$ cat src/inc/remap_out_pkg.sv
// constants for the remappable output pin select block
package remap_out_pkg;

  // ----------------------------------------------------------------
  // bus geometry
  // ----------------------------------------------------------------
  localparam int unsigned ADDR_W = 12;
  localparam int unsigned DATA_W = 32;
  localparam int unsigned STRB_W = 4;

  // ----------------------------------------------------------------
  // register offsets (byte addresses, one aligned word each)
  // ----------------------------------------------------------------
  localparam logic [11:0] OFFSET_SELECT_PAIR_FOUR = 12'h000;
  localparam logic [11:0] OFFSET_SELECT_PAIR_FIVE = 12'h004;

  // ----------------------------------------------------------------
  // field layout of both select registers
  // ----------------------------------------------------------------
  localparam int unsigned SELECT_W = 6;
  localparam int unsigned SELECT_HIGH_LSB = 8;
  localparam int unsigned SELECT_LOW_LSB = 0;
  localparam int unsigned HIGH_LANE = 1;
  localparam int unsigned LOW_LANE = 0;
  localparam logic [5:0] SELECT_RESET = 6'h00;

  // ----------------------------------------------------------------
  // peripheral output bundle
  // ----------------------------------------------------------------
  localparam int unsigned FUNCTION_COUNT = 64;
  localparam logic [5:0] FUNCTION_NONE = 6'h00;
  localparam logic [31:0] READ_ZERO = 32'h0000_0000;

endpackage : remap_out_pkg

$ cat src/core/output_function_mux.sv
// one remappable pin: picks a peripheral output by function number
`timescale 1ns/1ps

module output_function_mux
  import remap_out_pkg::*;
(
  // clock and reset
  input wire logic core_clk,
  input wire logic reset_n,
  // selection and sources
  input wire logic [remap_out_pkg::SELECT_W-1:0] functionSelect,
  input wire logic [remap_out_pkg::FUNCTION_COUNT-1:0] periphOut,
  // pin drive
  output logic pinOut,
  output logic pinDrive
);

  // ----------------------------------------------------------------
  // selection
  // ----------------------------------------------------------------
  wire logic routed = (functionSelect != FUNCTION_NONE);
  wire logic picked = periphOut[functionSelect];

  // registered so the pin never sees a decode glitch
  always_ff @(posedge core_clk or negedge reset_n) begin
    if (!reset_n) begin
      pinOut <= 1'b0;
      pinDrive <= 1'b0;
    end else begin
      pinOut <= routed & picked;
      pinDrive <= routed;
    end
  end

endmodule : output_function_mux

$ cat src/core/remappable_output_pin_select.sv
// output pin remapper for four pins, two select registers on apb
//
// Added by the designer: the address map and register access over APB.
`timescale 1ns/1ps

// Behaviour
// - pin a carries the peripheral output numbered by bits 13..8 of pair four.
// - pin b carries the peripheral output numbered by bits 5..0 of pair four.
// - pin c carries the peripheral output numbered by bits 13..8 of pair five.
// - pin d carries the peripheral output numbered by bits 5..0 of pair five.
// - bits 15..14 and 7..6 read zero, writes to them are dropped.
module remappable_output_pin_select
(
  // clock and reset
  input wire logic core_clk,
  input wire logic reset_n,
  // apb slave
  input wire logic psel,
  input wire logic penable,
  input wire logic pwrite,
  input wire logic [remap_out_pkg::ADDR_W-1:0] paddr,
  input wire logic [remap_out_pkg::DATA_W-1:0] pwdata,
  input wire logic [remap_out_pkg::STRB_W-1:0] pstrb,
  output logic [remap_out_pkg::DATA_W-1:0] prdata,
  output logic pready,
  output logic pslverr,
  // peripheral output bundle
  input wire logic [remap_out_pkg::FUNCTION_COUNT-1:0] periphOut,
  // remappable pins
  output logic remappablePinA,
  output logic remappablePinAEnable,
  output logic remappablePinB,
  output logic remappablePinBEnable,
  output logic remappablePinC,
  output logic remappablePinCEnable,
  output logic remappablePinD,
  output logic remappablePinDEnable
);
  import remap_out_pkg::*;

  // ----------------------------------------------------------------
  // select fields
  // ----------------------------------------------------------------
  logic [SELECT_W-1:0] pinAFunctionSelect;
  logic [SELECT_W-1:0] pinBFunctionSelect;
  logic [SELECT_W-1:0] pinCFunctionSelect;
  logic [SELECT_W-1:0] pinDFunctionSelect;

  // ----------------------------------------------------------------
  // apb decode
  // ----------------------------------------------------------------
  wire logic setupPhase = psel & ~penable;
  wire logic accessDone = psel & penable & pready;
  wire logic hitFour = (paddr == OFFSET_SELECT_PAIR_FOUR);
  wire logic hitFive = (paddr == OFFSET_SELECT_PAIR_FIVE);
  wire logic hitAny = hitFour | hitFive;
  wire logic writeFour = accessDone & pwrite & hitFour;
  wire logic writeFive = accessDone & pwrite & hitFive;
  wire logic writeHigh = pstrb[HIGH_LANE];
  wire logic writeLow = pstrb[LOW_LANE];
  // only the six field bits of each lane are taken
  wire logic [SELECT_W-1:0] wrHigh = pwdata[SELECT_HIGH_LSB +: SELECT_W];
  wire logic [SELECT_W-1:0] wrLow = pwdata[SELECT_LOW_LSB +: SELECT_W];

  // read image: unimplemented and upper bits stay zero
  logic [DATA_W-1:0] imageFour;
  logic [DATA_W-1:0] imageFive;
  always_comb begin
    imageFour = READ_ZERO;
    imageFour[SELECT_HIGH_LSB +: SELECT_W] = pinAFunctionSelect;
    imageFour[SELECT_LOW_LSB +: SELECT_W] = pinBFunctionSelect;
    imageFive = READ_ZERO;
    imageFive[SELECT_HIGH_LSB +: SELECT_W] = pinCFunctionSelect;
    imageFive[SELECT_LOW_LSB +: SELECT_W] = pinDFunctionSelect;
  end

  wire logic [DATA_W-1:0] next_prdata = (setupPhase & ~pwrite & hitFour) ? imageFour :
                                        (setupPhase & ~pwrite & hitFive) ? imageFive :
                                        READ_ZERO;
  wire logic next_pready = setupPhase;
  wire logic next_pslverr = setupPhase & ~hitAny;

  // ----------------------------------------------------------------
  // bus answer registers
  // ----------------------------------------------------------------
  // answer prepared in setup, so every access ends after one access cycle
  always_ff @(posedge core_clk or negedge reset_n) begin
    if (!reset_n) begin
      prdata <= READ_ZERO;
      pready <= 1'b0;
      pslverr <= 1'b0;
    end else begin
      prdata <= next_prdata;
      pready <= next_pready;
      pslverr <= next_pslverr;
    end
  end

  // ----------------------------------------------------------------
  // select registers
  // ----------------------------------------------------------------
  // byte lanes steer the fields; a lane left out keeps its field
  always_ff @(posedge core_clk or negedge reset_n) begin
    if (!reset_n) begin
      pinAFunctionSelect <= SELECT_RESET;
      pinBFunctionSelect <= SELECT_RESET;
      pinCFunctionSelect <= SELECT_RESET;
      pinDFunctionSelect <= SELECT_RESET;
    end else begin
      if (writeFour & writeHigh) begin
        pinAFunctionSelect <= wrHigh;
      end
      if (writeFour & writeLow) begin
        pinBFunctionSelect <= wrLow;
      end
      if (writeFive & writeHigh) begin
        pinCFunctionSelect <= wrHigh;
      end
      if (writeFive & writeLow) begin
        pinDFunctionSelect <= wrLow;
      end
    end
  end

  // ----------------------------------------------------------------
  // pin routing
  // ----------------------------------------------------------------
  // function zero leaves the pin undriven by the remapper
  output_function_mux muxPinA (
    .core_clk(core_clk),
    .reset_n(reset_n),
    .functionSelect(pinAFunctionSelect),
    .periphOut(periphOut),
    .pinOut(remappablePinA),
    .pinDrive(remappablePinAEnable)
  );

  output_function_mux muxPinB (
    .core_clk(core_clk),
    .reset_n(reset_n),
    .functionSelect(pinBFunctionSelect),
    .periphOut(periphOut),
    .pinOut(remappablePinB),
    .pinDrive(remappablePinBEnable)
  );

  output_function_mux muxPinC (
    .core_clk(core_clk),
    .reset_n(reset_n),
    .functionSelect(pinCFunctionSelect),
    .periphOut(periphOut),
    .pinOut(remappablePinC),
    .pinDrive(remappablePinCEnable)
  );

  output_function_mux muxPinD (
    .core_clk(core_clk),
    .reset_n(reset_n),
    .functionSelect(pinDFunctionSelect),
    .periphOut(periphOut),
    .pinOut(remappablePinD),
    .pinDrive(remappablePinDEnable)
  );
endmodule : remappable_output_pin_select

$ cat config.mk
export PLATFORM = sky130hd
export DESIGN_NAME = remappable_output_pin_select
export DESIGN_NICKNAME = d
export VERILOG_FILES = /design/src/inc/remap_out_pkg.sv /design/src/core/output_function_mux.sv /design/src/core/remappable_output_pin_select.sv
export SDC_FILE = /design/constraint.sdc
export NUM_CORES = 1
export LEC_CHECK = 0
export BUFFER_PORTS_ARGS = -buffer_cell sky130_fd_sc_hd__buf_2
export CAP_MARGIN = 20
export CORE_MARGIN = 5
export CORE_UTILIZATION = 55
export CTS_BUF_LIST = sky130_fd_sc_hd__clkbuf_8 sky130_fd_sc_hd__clkbuf_16
export CTS_CLUSTER_SIZE = 14
export DETAILED_ROUTE_END_ITERATION = 7
export GPL_ROUTABILITY_DRIVEN = 0
export HOLD_SLACK_MARGIN = 0.12
export PLACE_DENSITY = 0.95
export RECOVER_POWER = 25
export SYNTH_ARGS = -nofsm -noshare
export SYNTH_HDL_FRONTEND = slang
export SYNTH_HIERARCHICAL = 1
export SYNTH_SLANG_ARGS = --single-unit
$ cat constraint.sdc
create_clock -name core_clk -period 5.49 [get_ports core_clk]
set_input_delay 0.549 -clock core_clk [delete_from_list [all_inputs] [get_ports core_clk]]
set_output_delay 0.549 -clock core_clk [all_outputs]
set_load 0.02 [all_outputs]
==> reports/results.ini <==
[run_status]
status=finished with violations
violations=capacitance limit, slew limit

[finish]
nets=525
areaGrowthSynthToFinish_pct=13.3
ff_latch_area_sq_um=1150
num_antenna_cells=0
fin_util=0.639
n_fill_cell=581
multi_input_area_sq_um=2900
layout-drive-gt1-share=0.538

[clocking]
path_clk_slew_ps=90
cts_sinks=46
cts_made_buffers=5
h-tree-depth=2
cts_root_buf=clkbuf_8
cts_tree=yes
clock_path_buffers=2
insertion_delay_ps=310
ctsResizeCount=0

[route]
drc=0
drt_first_pass_iters=5
wire_per_inst_um=24.3
num_vias=3453
drt_iter0_drc=505
vias_per_cell=6.76
drt-total-wl_um=12400
final_antenna_net_count=0

[critical_path]
worstSetupStartpointType=input port
cp-end-kind=asynchronous set/reset pin
critical_path_arrival_ps=2960
cp.required_ps=5530
critical_path_class=in2async
crit_fanout=37

[yosys]
syn_area_sq_um=4340
yosys_warnings=6
yosysTopAreaCell=dfrtp_1
yosysSeqAreaShare=0.266
synthCells=306
synth-main-ff-cell=dfrtp_1
yosys.cell_count.top_type=mux4_2
synth_top_area_share=0.266
synth-async-reset-ratio=1.00
ys_top_cells_by_area=dfrtp_1, mux4_2, mux4_1, mux2i_1, mux2_2
synth_edf_count=0
synthTopCellsByCount=mux4_2, dfrtp_1, mux2i_1
yosysUniqueCellTypes=33
synth-seq-cells=46
syn_avg_cell_area_sq_um=14.2

[timing]
fin_worst_skew_ps=3.97
max_slew.worst_pin.slew_ps=1960
fmax_ghz=0.343
fin_setup_tns_ps=0
rsz0062_at_grt=false
period_share=0.531
max_slew_margin=-0.306
worst_slack_ps=2570
setup_viol=0
finalMaxSlewViolations=38
finalHoldViolations=0
fin_crit_ps=2920

[die]
die_w_um=98.8
fp-row-count=32
die_area_sq_um=9760
coreArea_sq_um=7690
ioPinCount=159
die_height_um=98.8
initial_core_util=0.564

[global_route]
first_global_vias=3506
grt_overflow_total=0
grt_pass1_wl_um=19400
antenna_found_initial=1
grt_max_degree=47
grt.total_usage=0.256

[run]
cap_violations=1

[placed_design]
hpwlAfterDp_um=9130
io_buffers=116
place_ws_ps=2840

[power]
peakVddDrop_uv=122
power.density_nw_per_um2=147
leakagePower_nw=2.15

[min_path]
hold_class=in2reg

-- worst max-delay path, cell delays in order --
cell           delay [ps]
dlygate4sd3_1         520
clkbuf_1              410
clkbuf_1             1460
-- worst paths after layout --
path,start,endpoint,slack [ps],depth (start not counted)
max in group core_clk,pinBFunctionSelect[0]$_DFFE_PN0P_,muxPinB/pinOut$_DFF_PN0_,2780,4
min,pwdata[9],pinAFunctionSelect[1]$_DFFE_PN0P_,480,2
min in group asynchronous,reset_n,prdata[10]$_DFF_PN0_,710,2
min reg2reg,pinDFunctionSelect[5]$_DFFE_PN0P_,muxPinD/pinDrive$_DFF_PN0_,630,1
max,reset_n,pinDFunctionSelect[5]$_DFFE_PN0P_,2570,3
max reg2reg,pinBFunctionSelect[0]$_DFFE_PN0P_,muxPinB/pinOut$_DFF_PN0_,2780,4
-- cell type report --
type,count,share of cell area
clock buffer,5,0.0140
clock inverter,3,0.00764
inverter,6,0.00459
multi-input combinational,230,0.591
sequential,46,0.234
tap,102,0.0260
timing repair buffer,119,0.122
-- per-stage QoR --
| stage | instances | hold WS [ps] | power (W) | instance area (sq um) |
|---|---|---|---|---|
| 6_report | 511 | 476 | 0.000723 | 4910 |
| 3_3_place_gp | 501 | 579 | 0.000468 | 4790 |
| 4_1_cts | 509 | 432 | 0.000721 | 4900 |
| 5_1_grt | 511 | 472 | 0.000748 | 4910 |
| 3_5_place_dp | 501 | 597 | 0.000477 | 4790 |
| 2_1_floorplan | 325 | 253 | 0.000420 | 4410 |
-- per-layer routing --
metal	GRT usage	vias to the layer above	share of wire	wire [um]
met1	0.333	1702	0.35	4310
met5	0	-	0.00056	7
met4	0.101	2	0.040	497
met3	0.0743	56	0.12	1490
met2	0.407	264	0.49	6120
li1	-	1429	-	-
-- cell families after synthesis --
| family | share of synthesized area |
|---|---|
| buffers and inverters | 0.0814 |
| DFF | 0.266 |
| other | 0.000865 |
| muxes | 0.504 |
| and+or+nand+nor | 0.107 |
| AOI/OAI and AO/OA | 0.0407 |
-- registers in the layout, summed over array words and instances, names as in the netlist, 6 cells and up --
name,flops
prdata,12
pinAFunctionSelect,6
pinBFunctionSelect,6
pinCFunctionSelect,6
pinDFunctionSelect,6
-- layout by cell type, fill, tap and decap left out, types with 2 or more instances in the layout --
cell type  instances
or4_1              4
dfrtp_1           46
clkbuf_1           2
a31oi_1            5
o211a_1            4
o221ai_1           4
nor3_4             4
inv_1              8
or3_1              4
nand3b_1           8
o2111ai_1          8
clkbuf_8           5
mux2i_1           28
mux2_2            20
nand3_1           12
nor2b_1            4
mux2_4            12
nor2_1             6
mux4_2            48
nor4_4             2
buf_2            115
mux4_1            16
nor2_2            10
nand2_1            6
conb_1            20
-- what timing repair did --
action,4_1_cts,5_1_grt
hold endpoints to repair,0,9
buffers inserted,0,0
hold buffers,0,1
-- power breakdown --
group | internal (W) | switching (W) | total [W] | leakage (nW)
Clock | 0.000133 | 0.000117 | 0.000249 | 0.0607
Combinational | 0.0000641 | 0.0000693 | 0.000133 | 1.45
Sequential | 0.000339 | 0.000000434 | 0.000340 | 0.641
Total | 0.000536 | 0.000186 | 0.000723 | 2.15
Note: power is estimated with default switching activity, not from simulation.
